## src/lrc_pkg.sv

```systemverilog
// Purpose: Shared constants and types for the ladder reference control.
// Assumes: AXI4-Lite register access, one 200 MHz clock domain.
// Contract
// - Bit 7 powers the ladder up.
// - Bit 6 requests ladder output on pin.
// - Bit 5 picks low range, else offset.
// - Bit 4 one selects supply rails as source.
// - Bits 3..0 are the unsigned tap index.
// - Any reset clears all eight control bits.
// - Waking from sleep leaves control bits unchanged.
// - Pin routed only if input direction and drive.
// - Works regardless of comparator mode settings.
package lrc_pkg;

    localparam logic [31:0] LRC_CTRL_OFFSET = 32'h0000_0000;
    localparam logic [31:0] LRC_STAT_OFFSET = 32'h0000_0004;
    localparam logic [7:0]  LRC_CTRL_RESET  = 8'h00;

    localparam int LRC_POWER_BIT  = 7;
    localparam int LRC_DRIVE_BIT  = 6;
    localparam int LRC_RANGE_BIT  = 5;
    localparam int LRC_SOURCE_BIT = 4;
    localparam int LRC_TAP_MSB    = 3;
    localparam int LRC_STAT_ROUTE_BIT = 0;

    localparam logic [1:0] LRC_RESP_OKAY   = 2'h0;
    localparam logic [1:0] LRC_RESP_SLVERR = 2'h2;

    typedef enum logic [4:0] {
        LRC_ST_IDLE  = 5'h01,
        LRC_ST_WACC  = 5'h02,
        LRC_ST_WRESP = 5'h04,
        LRC_ST_RACC  = 5'h08,
        LRC_ST_RRESP = 5'h10
    } lrc_axi_state_t;

    typedef enum logic [1:0] {
        LRC_SEL_NONE = 2'h0,
        LRC_SEL_CTRL = 2'h1,
        LRC_SEL_STAT = 2'h2
    } lrc_sel_t;

    // Only the word address is decoded; byte offsets inside a word alias.
    function automatic lrc_sel_t lrc_decode(input logic [31:0] addr);
        lrc_sel_t sel;
        sel = LRC_SEL_NONE;
        if (addr[31:2] == LRC_CTRL_OFFSET[31:2])
        begin
            sel = LRC_SEL_CTRL;
        end
        else if (addr[31:2] == LRC_STAT_OFFSET[31:2])
        begin
            sel = LRC_SEL_STAT;
        end
        return sel;
    endfunction : lrc_decode

endpackage : lrc_pkg

```

## src/lrc_reg_if.sv

```systemverilog
// Purpose: Carries control register writes and contents between modules.
// Assumes: Single clock domain, write strobe valid for one cycle.
// Notes: The bus side drives writes, the register side drives contents.
`timescale 1ns/1ps
interface lrc_reg_if;
    logic       wr_en;
    logic [7:0] wr_data;
    logic [7:0] ctrl;

    modport bus
    (
        output wr_en,
        output wr_data,
        input  ctrl
    );

    modport store
    (
        input  wr_en,
        input  wr_data,
        output ctrl
    );
endinterface : lrc_reg_if

```

## src/lrc_ctrl_reg.sv

```systemverilog
// Purpose: Holds the eight-bit ladder control register.
// Assumes: Writes arrive as one-cycle strobes from the bus slave.
// Notes: Only reset or a bus write can change the contents.
`timescale 1ns/1ps
module lrc_ctrl_reg
(
    input  wire logic aclk,
    input  wire logic aresetn,
    input  wire logic aclk_en,
    lrc_reg_if.store  rif
);
    logic [7:0] next_ctrl;

    // Sleep and wake events have no path in here, so contents survive them.
    always_comb
    begin
        next_ctrl = rif.wr_en ? rif.wr_data : rif.ctrl;
    end

    always_ff @(posedge aclk)
    begin
        if (!aresetn)
        begin
            rif.ctrl <= lrc_pkg::LRC_CTRL_RESET;
        end
        else if (aclk_en)
        begin
            rif.ctrl <= next_ctrl;
        end
    end
endmodule : lrc_ctrl_reg

```

## src/lrc_pin_route.sv

```systemverilog
// Purpose: Gates the ladder output onto the shared analog port pin.
// Assumes: Pin direction input is synchronous, one means input.
// Notes: The switch follows its two conditions one cycle later.
`timescale 1ns/1ps
module lrc_pin_route
(
    input  wire logic aclk,
    input  wire logic aresetn,
    input  wire logic aclk_en,
    input  wire logic ladder_pin_drive,
    input  wire logic port_a_bit0_direction,
    output logic      pin_route
);
    logic next_pin_route;

    // A digital output on the pin must never meet the ladder output.
    always_comb
    begin
        next_pin_route = ladder_pin_drive && port_a_bit0_direction;
    end

    always_ff @(posedge aclk)
    begin
        if (!aresetn)
        begin
            pin_route <= 1'b0;
        end
        else if (aclk_en)
        begin
            pin_route <= next_pin_route;
        end
    end
endmodule : lrc_pin_route

```

## src/lrc_top.sv

```systemverilog
// Purpose: AXI4-Lite front end and outputs of the ladder reference control.
// Assumes: aclk_en is high whenever an AXI handshake may occur.
// Notes: Control register at 0x0, read-only status at 0x4.
//
// Decided for this implementation: the register offsets and register access over AXI4-Lite.
`timescale 1ns/1ps
module lrc_top
(
    input  wire logic        aclk,
    input  wire logic        aresetn,
    input  wire logic        aclk_en,
    input  wire logic [31:0] s_axi_awaddr,
    input  wire logic        s_axi_awvalid,
    output logic             s_axi_awready,
    input  wire logic [31:0] s_axi_wdata,
    input  wire logic [3:0]  s_axi_wstrb,
    input  wire logic        s_axi_wvalid,
    output logic             s_axi_wready,
    output logic [1:0]       s_axi_bresp,
    output logic             s_axi_bvalid,
    input  wire logic        s_axi_bready,
    input  wire logic [31:0] s_axi_araddr,
    input  wire logic        s_axi_arvalid,
    output logic             s_axi_arready,
    output logic [31:0]      s_axi_rdata,
    output logic [1:0]       s_axi_rresp,
    output logic             s_axi_rvalid,
    input  wire logic        s_axi_rready,
    input  wire logic        port_a_bit0_direction,
    output logic             ladder_power_on,
    output logic             ladder_low_range,
    output logic             ladder_source_select,
    output logic [3:0]       ladder_tap_index,
    output logic             analog_port_pin_zero
);
    lrc_pkg::lrc_axi_state_t state;
    lrc_pkg::lrc_axi_state_t next_state;
    lrc_pkg::lrc_sel_t       wsel;
    lrc_pkg::lrc_sel_t       rsel;
    logic [1:0]              next_bresp;
    logic [1:0]              next_rresp;
    logic [31:0]             next_rdata;
    logic                    pin_route;

    lrc_reg_if rif ();

    lrc_ctrl_reg u_ctrl_reg
    (
        .aclk    (aclk),
        .aresetn (aresetn),
        .aclk_en (aclk_en),
        .rif     (rif.store)
    );

    lrc_pin_route u_pin_route
    (
        .aclk                  (aclk),
        .aresetn               (aresetn),
        .aclk_en               (aclk_en),
        .ladder_pin_drive      (rif.ctrl[lrc_pkg::LRC_DRIVE_BIT]),
        .port_a_bit0_direction (port_a_bit0_direction),
        .pin_route             (pin_route)
    );

    // The ladder controls come straight from the register flops and have no
    // input from any comparator setting, so they never depend on its mode.
    assign ladder_power_on      = rif.ctrl[lrc_pkg::LRC_POWER_BIT];
    assign ladder_low_range     = rif.ctrl[lrc_pkg::LRC_RANGE_BIT];
    assign ladder_source_select = rif.ctrl[lrc_pkg::LRC_SOURCE_BIT];
    assign ladder_tap_index     = rif.ctrl[lrc_pkg::LRC_TAP_MSB:0];
    assign analog_port_pin_zero = pin_route;

    // Ready and valid lines are state bits, so every one is a flop output.
    assign s_axi_awready = state[1];
    assign s_axi_wready  = state[1];
    assign s_axi_bvalid  = state[2];
    assign s_axi_arready = state[3];
    assign s_axi_rvalid  = state[4];

    always_comb
    begin
        wsel = lrc_pkg::lrc_decode(s_axi_awaddr);
        rsel = lrc_pkg::lrc_decode(s_axi_araddr);
    end

    // Writes commit in the handshake cycle; address and data are held by the
    // master there because ready only rises once both valids were seen.
    always_comb
    begin
        rif.wr_en   = aclk_en && (state == lrc_pkg::LRC_ST_WACC)
                      && (wsel == lrc_pkg::LRC_SEL_CTRL)
                      && s_axi_wstrb[0];
        rif.wr_data = s_axi_wdata[7:0];
    end

    always_comb
    begin
        next_state = state;
        next_bresp = s_axi_bresp;
        next_rresp = s_axi_rresp;
        next_rdata = s_axi_rdata;
        unique case (state)
            lrc_pkg::LRC_ST_IDLE:
            begin
                // Writes win when both directions arrive together.
                if (s_axi_awvalid && s_axi_wvalid)
                begin
                    next_state = lrc_pkg::LRC_ST_WACC;
                end
                else if (s_axi_arvalid)
                begin
                    next_state = lrc_pkg::LRC_ST_RACC;
                end
            end
            lrc_pkg::LRC_ST_WACC:
            begin
                next_state = lrc_pkg::LRC_ST_WRESP;
                next_bresp = (wsel == lrc_pkg::LRC_SEL_NONE)
                             ? lrc_pkg::LRC_RESP_SLVERR
                             : lrc_pkg::LRC_RESP_OKAY;
            end
            lrc_pkg::LRC_ST_WRESP:
            begin
                if (s_axi_bready)
                begin
                    next_state = lrc_pkg::LRC_ST_IDLE;
                end
            end
            lrc_pkg::LRC_ST_RACC:
            begin
                next_state = lrc_pkg::LRC_ST_RRESP;
                next_rresp = lrc_pkg::LRC_RESP_OKAY;
                unique case (rsel)
                    lrc_pkg::LRC_SEL_CTRL:
                    begin
                        next_rdata = {24'h00_0000, rif.ctrl};
                    end
                    lrc_pkg::LRC_SEL_STAT:
                    begin
                        next_rdata = 32'h0000_0000;
                        next_rdata[lrc_pkg::LRC_STAT_ROUTE_BIT] = pin_route;
                    end
                    default:
                    begin
                        next_rdata = 32'h0000_0000;
                        next_rresp = lrc_pkg::LRC_RESP_SLVERR;
                    end
                endcase
            end
            lrc_pkg::LRC_ST_RRESP:
            begin
                if (s_axi_rready)
                begin
                    next_state = lrc_pkg::LRC_ST_IDLE;
                end
            end
            default:
            begin
                next_state = lrc_pkg::LRC_ST_IDLE;
            end
        endcase
    end

    always_ff @(posedge aclk)
    begin
        if (!aresetn)
        begin
            state       <= lrc_pkg::LRC_ST_IDLE;
            s_axi_bresp <= lrc_pkg::LRC_RESP_OKAY;
            s_axi_rresp <= lrc_pkg::LRC_RESP_OKAY;
            s_axi_rdata <= 32'h0000_0000;
        end
        else if (aclk_en)
        begin
            state       <= next_state;
            s_axi_bresp <= next_bresp;
            s_axi_rresp <= next_rresp;
            s_axi_rdata <= next_rdata;
        end
    end
endmodule : lrc_top

```

## config.mk

```make
export PLATFORM = sky130hd
export DESIGN_NAME = lrc_top
export DESIGN_NICKNAME = d
export VERILOG_FILES = /design/src/lrc_pkg.sv /design/src/lrc_reg_if.sv /design/src/lrc_ctrl_reg.sv /design/src/lrc_pin_route.sv /design/src/lrc_top.sv
export SDC_FILE = /design/constraint.sdc
export NUM_CORES = 1
export LEC_CHECK = 0
export BUFFER_PORTS_ARGS = -buffer_cell sky130_fd_sc_hd__buf_2
export CORE_ASPECT_RATIO = 0.8
export CORE_MARGIN = 2
export CORE_UTILIZATION = 36
export CTS_BUF_LIST = sky130_fd_sc_hd__clkbuf_8 sky130_fd_sc_hd__clkbuf_16
export CTS_CLUSTER_SIZE = 30
export DETAILED_ROUTE_END_ITERATION = 8
export PLACE_DENSITY = 0.85
export RECOVER_POWER = 25
export SLEW_MARGIN = 30
export SYNTH_ARGS = -nofsm -noshare
export SYNTH_HDL_FRONTEND = slang
export SYNTH_SLANG_ARGS = --single-unit
```

## constraint.sdc

```tcl
create_clock -name aclk -period 4 [get_ports aclk]
set_input_delay 0.4 -clock aclk [delete_from_list [all_inputs] [get_ports aclk]]
set_output_delay 0.4 -clock aclk [all_outputs]
set_load 0.05 [all_outputs]
```

==> impl_metrics.py, run 1 <==
metrics = {
    "run_status": {
        "status": "completed",
    },
    "die": {
        "rows": 20,
        "dieWidth_um": 73.8,
        "fp.dieH_um": 59.8,
        "coreArea_sq_mm": 0.00378,
        "die-area_sq_mm": 0.00441,
        "initial_core_util": 0.371,
        "ios": 158,
    },
    "cells_and_area": {
        "areaGrowthSynthToFinish_pct": 32.8,
        "stdcell_count": 320,
        "drive_gt1_frac": 0.370,
        "finish.net_count": 375,
        "post-route-util": 0.493,
        "final_cell_area_sq_mm": 0.00186,
        "diodes": 0,
    },
    "synth": {
        "synthTopCellsByCount": "buf_4 (28), nand2_1 (27), dfxtp_1 (24)",
        "syn_area_sq_mm": 0.00140,
        "ys_top_cells_by_area": "dfxtp_1 (34%), buf_4 (15%), nand2_1 (7.2%)",
        "ys_seq_area_frac": 0.343,
        "synth_top_area_share": 0.343,
        "yosys_warnings": 0,
        "yosysTopAreaCell": "dfxtp_1",
        "synthCells": 171,
        "synthArstFlopShare": 0,
        "synth_edf_count": 0,
        "ys_ff_latch": 24,
        "syn_area_per_cell_sq_um": 8.20,
        "ys_types": 35,
        "yosysMostFrequentCell": "buf_4",
        "synth-main-ff-cell": "dfxtp_1",
    },
    "pwr": {
        "power_uw": 531,
        "netSwitchingFraction": 0.309,
        "p_leak_uw": 0.000849,
        "power_frac_seq": 0.465,
        "clkPwrFrac": 0.299,
        "p_sw_uw": 164,
        "ir_drop_mv": 0.118,
        "combPwrFrac": 0.237,
        "p_per_area_mw_per_mm2": 285,
        "p_int_uw": 367,
    },
    "worst_setup_path": {
        "r2r_setup_slack_ns": 1.94,
        "worst-setup-path-type": "reg -> reg",
        "max_stage_delay_ns": 0.60,
        "crit_buf_inv": 0,
        "arrival_ns": 2.25,
        "r2r_end": "u_ctrl_reg.rif.ctrl[2]",
        "crit_path_max_fanout": 8,
        "crit_slowest_cell": "or4b_4",
        "worstSetupEndpointType": "flip-flop",
        "cp-start-kind": "flip-flop",
        "reg2regPathDepth": 4,
        "path_delay_family": "simple AND/OR/NAND/NOR gates",
        "reg2reg_from": "state[4]",
        "critPathRequiredTime_ns": 4.19,
        "path_cells": "or4b_4 > nor3b_4 > and4bb_1 > mux2i_1",
    },
    "global_routing": {
        "grt_max_degree": 21,
        "grt_antenna_before_repair": 0,
        "grt_pass1_wl_um": 5200,
        "grt_pass1_vias": 1198,
        "grt_remaining_overflow": 0,
        "globalRouteTotalUtil": 0.148,
    },
    "placed_design": {
        "gp_congestion": 0.800,
        "placed_area_sq_mm": 0.00182,
        "dp_cells": 316,
        "io_buffers": 100,
        "dpl.hpwl_um": 2950,
    },
    "detailed_routing": {
        "drtAntennaViolNets": 0,
        "wirelength_um": 3540,
        "vias_per_cell": 4.65,
        "wl_per_cell_um": 11.1,
        "first_pass_iters": 4,
        "drt_iter0_drc": 103,
        "drc": 0,
        "num_vias": 1489,
    },
    "cts": {
        "post_cts_buffers": 0,
        "clock-sinks": 24,
        "cts_buffers": 3,
        "clkLatencyLatePin_ns": 0.26,
        "htree_levels": 1,
        "cts_max_path_buffers": 2,
        "cts_resized": 0,
        "hold_buffers": 0,
        "cts-root-buf": "clkbuf_8",
        "cts_tree": "yes",
        "clk_pin_slew_ns": 0.08,
    },
    "timing": {
        "period_share": 0.515,
        "finalCriticalPeriod_ns": 2.06,
        "skew_ns": 0.00123,
        "relSlewSlack": 0.457,
        "maxSlewViolCount": 0,
        "clock.fmax_mhz": 486,
        "hold_viol_final": 0,
        "tightest_slew_ns": 0.815,
        "setup_tns_ns": 0,
        "setup_viol": 0,
        "grt_setup_unrepaired": "no",
    },
    "min_path": {
        "hp-start": "s_axi_wdata[5]",
        "hold_depth": 3,
        "hold_end": "u_ctrl_reg.rif.ctrl[5]",
        "min-delay-path-class": "in -> reg",
    },
    "job": {
        "max_cap_violations": 0,
    },
}
-- logic make-up after synthesis --
logic type	count (synthesis)	share of synthesized area
simple gates	76	0.304
buf+inv	37	0.179
flops	24	0.343
compound gates	23	0.0999
mux	9	0.0651
xor+xnor	1	0.00625
other cells	1	0.00267
-- tightest hold or removal path, delay by kind of cell --
family / cells / cell delay (ns)
buffers and inverters: 1 / 0.09
and+or+nand+nor: 1 / 0.05
muxes: 1 / 0.05
-- layer usage --
layer / wire length [um] / track usage / share of wire / vias to the layer above
met3: 262 / 0.0287 / 0.074 / 2
met4: 27 / 0.0312 / 0.0076 / 0
met1: 1460 / 0.197 / 0.41 / 678
li1: - / - / - / 747
met2: 1780 / 0.251 / 0.50 / 62
met5: 0 / 0 / 0 / -
-- power by group through the flow --
stage          Clock (uW)  Sequential (uW)  Combinational (uW)
6_report              159              247                 126
5_1_grt               172              247                 134
4_1_cts               163              247                 125
3_5_place_dp            0              252                 125
3_3_place_gp            0              252                 123
2_1_floorplan           0              256                98.6
-- metrics by stage --
step	setup WS (ns)	hold WS [ns]
floorplan	2.03	0.449
global route	1.81	0.381
finish	1.94	0.379
CTS	1.93	0.369
detailed placement	1.79	0.441
global placement	1.81	0.437
-- layout by cell type (no fill, tap or decap), drive strengths merged --
| master | count |
|---|---|
| nor2b | 1 |
| and2 | 1 |
| buf | 89 |
| nor3b | 3 |
| nand4 | 11 |
| and4 | 2 |
| o311ai | 1 |
| a311oi | 2 |
| a21boi | 2 |
| nor2 | 6 |
| and4bb | 1 |
| conb | 26 |
| inv | 2 |
| nand3 | 3 |
| nor4 | 13 |
| nand2b | 1 |
| clkbuf | 15 |
| a211oi | 1 |
| a21oi | 10 |
| a31oi | 1 |
| o21ai | 4 |
| o21a | 2 |
| nand2 | 27 |
| dfxtp | 24 |
| mux2i | 8 |
| mux2 | 1 |
| nor3 | 4 |
| xor2 | 1 |
| or2 | 1 |
| or4b | 1 |
| and4b | 1 |
-- sequential cells by signal (all words and copies together) (netlist names) --
| name | flops |
|---|---|
| s_axi_bresp | 1 |
| u_pin_route.pin_route | 1 |
| s_axi_rresp | 1 |
| state | 5 |
| s_axi_rdata | 8 |
| u_ctrl_reg.rif.ctrl | 8 |
-- how the worst max path moves through the flow --
stage	start	end	depth (start not counted)	slack, ns
global route	state[4]	u_ctrl_reg.rif.ctrl[6]	4	1.81
detailed placement	aclk_en	u_ctrl_reg.rif.ctrl[2]	5	1.79
global placement	aclk_en	u_ctrl_reg.rif.ctrl[6]	5	1.81
finish	state[4]	u_ctrl_reg.rif.ctrl[2]	4	1.94
CTS	state[4]	u_ctrl_reg.rif.ctrl[1]	4	1.93
floorplan	state[4]	u_ctrl_reg.rif.ctrl[0]	5	2.03
-- layout make-up --
class | count | area (sq um)
fillers | 390 | 1920
inverters | 2 | 7.51
repair buffers | 100 | 487
clock buffers | 4 | 55.1
well taps | 55 | 68.8
flip-flops and latches | 24 | 480
multi-input cells | 135 | 764
(Power assumes the default switching activity.)
==> inputs of run 2 (changes only) <==
--- a/config.mk
+++ b/config.mk
@@ -8,11 +8,11 @@
 export BUFFER_PORTS_ARGS = -buffer_cell sky130_fd_sc_hd__buf_2
 export CORE_ASPECT_RATIO = 0.8
 export CORE_MARGIN = 2
-export CORE_UTILIZATION = 36
+export CORE_UTILIZATION = 34
 export CTS_BUF_LIST = sky130_fd_sc_hd__clkbuf_8 sky130_fd_sc_hd__clkbuf_16
 export CTS_CLUSTER_SIZE = 30
 export DETAILED_ROUTE_END_ITERATION = 8
-export PLACE_DENSITY = 0.85
+export PLACE_DENSITY = 0.81
 export RECOVER_POWER = 25
 export SLEW_MARGIN = 30
 export SYNTH_ARGS = -nofsm -noshare
==> constraint.sdc (replaced) <==
create_clock -name aclk -period 1.9 [get_ports aclk]
set_input_delay 0.19 -clock aclk [delete_from_list [all_inputs] [get_ports aclk]]
set_output_delay 0.19 -clock aclk [all_outputs]
set_load 0.05 [all_outputs]
==> run 2 against run 1 <==
  * Combinational power rose by 120%
  * Sequential power rose by 110%
  * Critical path depth rose by 1
  * Largest cell class unchanged
  * Sequential share of layout area fell by 0.79 points
  * Cell count rose by 2.2%
  * Power rose by 110%
  * Core utilization rose by 0.50 points
  * First-iteration DRC count rose by 14%
  * Flip-flop and latch count did not move
==> impl_metrics.py, run 2 (synthesis gave the netlist of run 1 again) <==
metrics = {
    "timing": {
        "skew_ns": 0.00330,
        "setup_tns_ns": 0,
        "setup_viol": 0,
        "period_share": 0.937,
        "maxSlewViolCount": 0,
        "clock.fmax_mhz": 562,
        "relSlewSlack": 0.588,
        "whs_ns": 0.167,
        "finalCriticalPeriod_ns": 1.78,
        "grt_setup_unrepaired": "no",
        "tightest_slew_ns": 0.620,
        "hold_viol_final": 0,
    },
    "global_routing": {
        "grt_pass1_vias": 1228,
        "globalRouteTotalUtil": 0.155,
        "grtUsageMet2": 0.270,
        "use_met1": 0.195,
        "grt_max_degree": 20,
        "met3_usage": 0.0376,
        "top_usage_layer": "met2",
        "grt_remaining_overflow": 0,
        "grt_pass1_wl_um": 5460,
        "grt_antenna_before_repair": 0,
    },
    "cts": {
        "hold_buffers": 0,
        "post_cts_buffers": 0,
        "cts_resized": 0,
        "clkLatencyLatePin_ns": 0.26,
        "cts_tree": "yes",
        "clock-sinks": 24,
        "cts_buffers": 3,
        "htree_levels": 1,
        "cts_max_path_buffers": 2,
        "clk_pin_slew_ns": 0.08,
        "cts-root-buf": "clkbuf_8",
    },
    "worst_setup_path": {
        "cp-startpoint": "state[4]",
        "reg2regPathDepth": 5,
        "reg2reg_from": "state[4]",
        "worstSetupEndpointType": "flip-flop",
        "worst-setup-path-type": "reg -> reg",
        "crit_path_max_fanout": 8,
        "cp-start-kind": "flip-flop",
        "arrival_ns": 1.97,
        "critPathRequiredTime_ns": 2.09,
    },
    "cells_and_area": {
        "layout_commonest_cell": "buf_2",
        "finish.net_count": 382,
        "areaGrowthSynthToFinish_pct": 37.7,
        "drive_gt1_frac": 0.397,
        "diodes": 0,
        "final_cell_mix": "buf_2 (90), nand2_1 (27), conb_1 (26)",
        "top_regs": "s_axi_rdata (8), u_ctrl_reg.rif.ctrl (8), state (5)",
    },
    "die": {
        "initial_core_util": 0.362,
        "rows": 20,
        "ios": 158,
        "fp.dieH_um": 61.4,
        "die-area_sq_mm": 0.00466,
        "coreArea_sq_mm": 0.00388,
        "dieWidth_um": 75.8,
    },
    "placed_design": {
        "gp_congestion": 0.838,
        "io_buffers": 100,
        "dpl.hpwl_um": 3260,
    },
    "pwr": {
        "p_leak_uw": 0.000891,
        "p_per_area_mw_per_mm2": 582,
        "ir_drop_mv": 0.301,
    },
    "detailed_routing": {
        "drc": 0,
        "num_vias": 1493,
        "drt_iter0_drc": 117,
        "drtAntennaViolNets": 0,
        "first_pass_iters": 4,
        "vias_per_cell": 4.57,
        "wl_per_cell_um": 11.7,
        "wirelength_um": 3820,
    },
    "min_path": {
        "hold_depth": 3,
        "hp-start": "s_axi_wdata[7]",
        "min-delay-path-class": "in -> reg",
    },
    "job": {
        "max_cap_violations": 0,
    },
    "run_status": {
        "status": "completed",
    },
}
[run 2: layer usage]
layer,up-vias,share of wire
met5,-,0
met4,0,0
met3,0,0.075
met2,64,0.51
met1,668,0.41
li1,761,-
[run 2: stage by stage]
step	power, uW	setup slack, ns	util	area (sq um)	instances
after floorplan	747	0.0538	-	1500	196
after global placement	799	0.144	0.487	1890	323
after detailed placement	803	0.119	0.487	1890	323
after CTS	1140	0.102	0.501	1940	327
after global routing	1180	0.0269	0.498	1930	327
final	1120	0.120	0.498	1930	327
[run 2: final timing paths]
| kind | to | slack, ns |
|---|---|---|
| setup / recovery | u_ctrl_reg.rif.ctrl[6] | 0.12 |
| hold reg to reg | s_axi_rdata[2] | 0.46 |
| setup reg to reg | u_ctrl_reg.rif.ctrl[6] | 0.12 |
| hold / removal | u_ctrl_reg.rif.ctrl[7] | 0.17 |
[run 2: cell type report]
class	instances	area, sq um
repair buffers	107	553
clock buffers	4	55.1
inverters	2	7.51
flip-flops and latches	24	483
multi-input cells	135	764
well taps	55	68.8
fillers	396	1950
[run 2: report_power, final]
part / leakage [uW] / switching, uW / internal [uW]
registers: 0.000195 / 8.20 / 508
logic: 0.000668 / 188 / 86.7
clock network: 0.0000288 / 149 / 185
[run 2: worst max-delay path: stages (launching register included)]
cell and delay, ns:
dfxtp_2 0.32, or4b_4 0.57, nor3b_4 0.24, and4bb_1 0.27, buf_12 0.14, mux2i_1 0.17
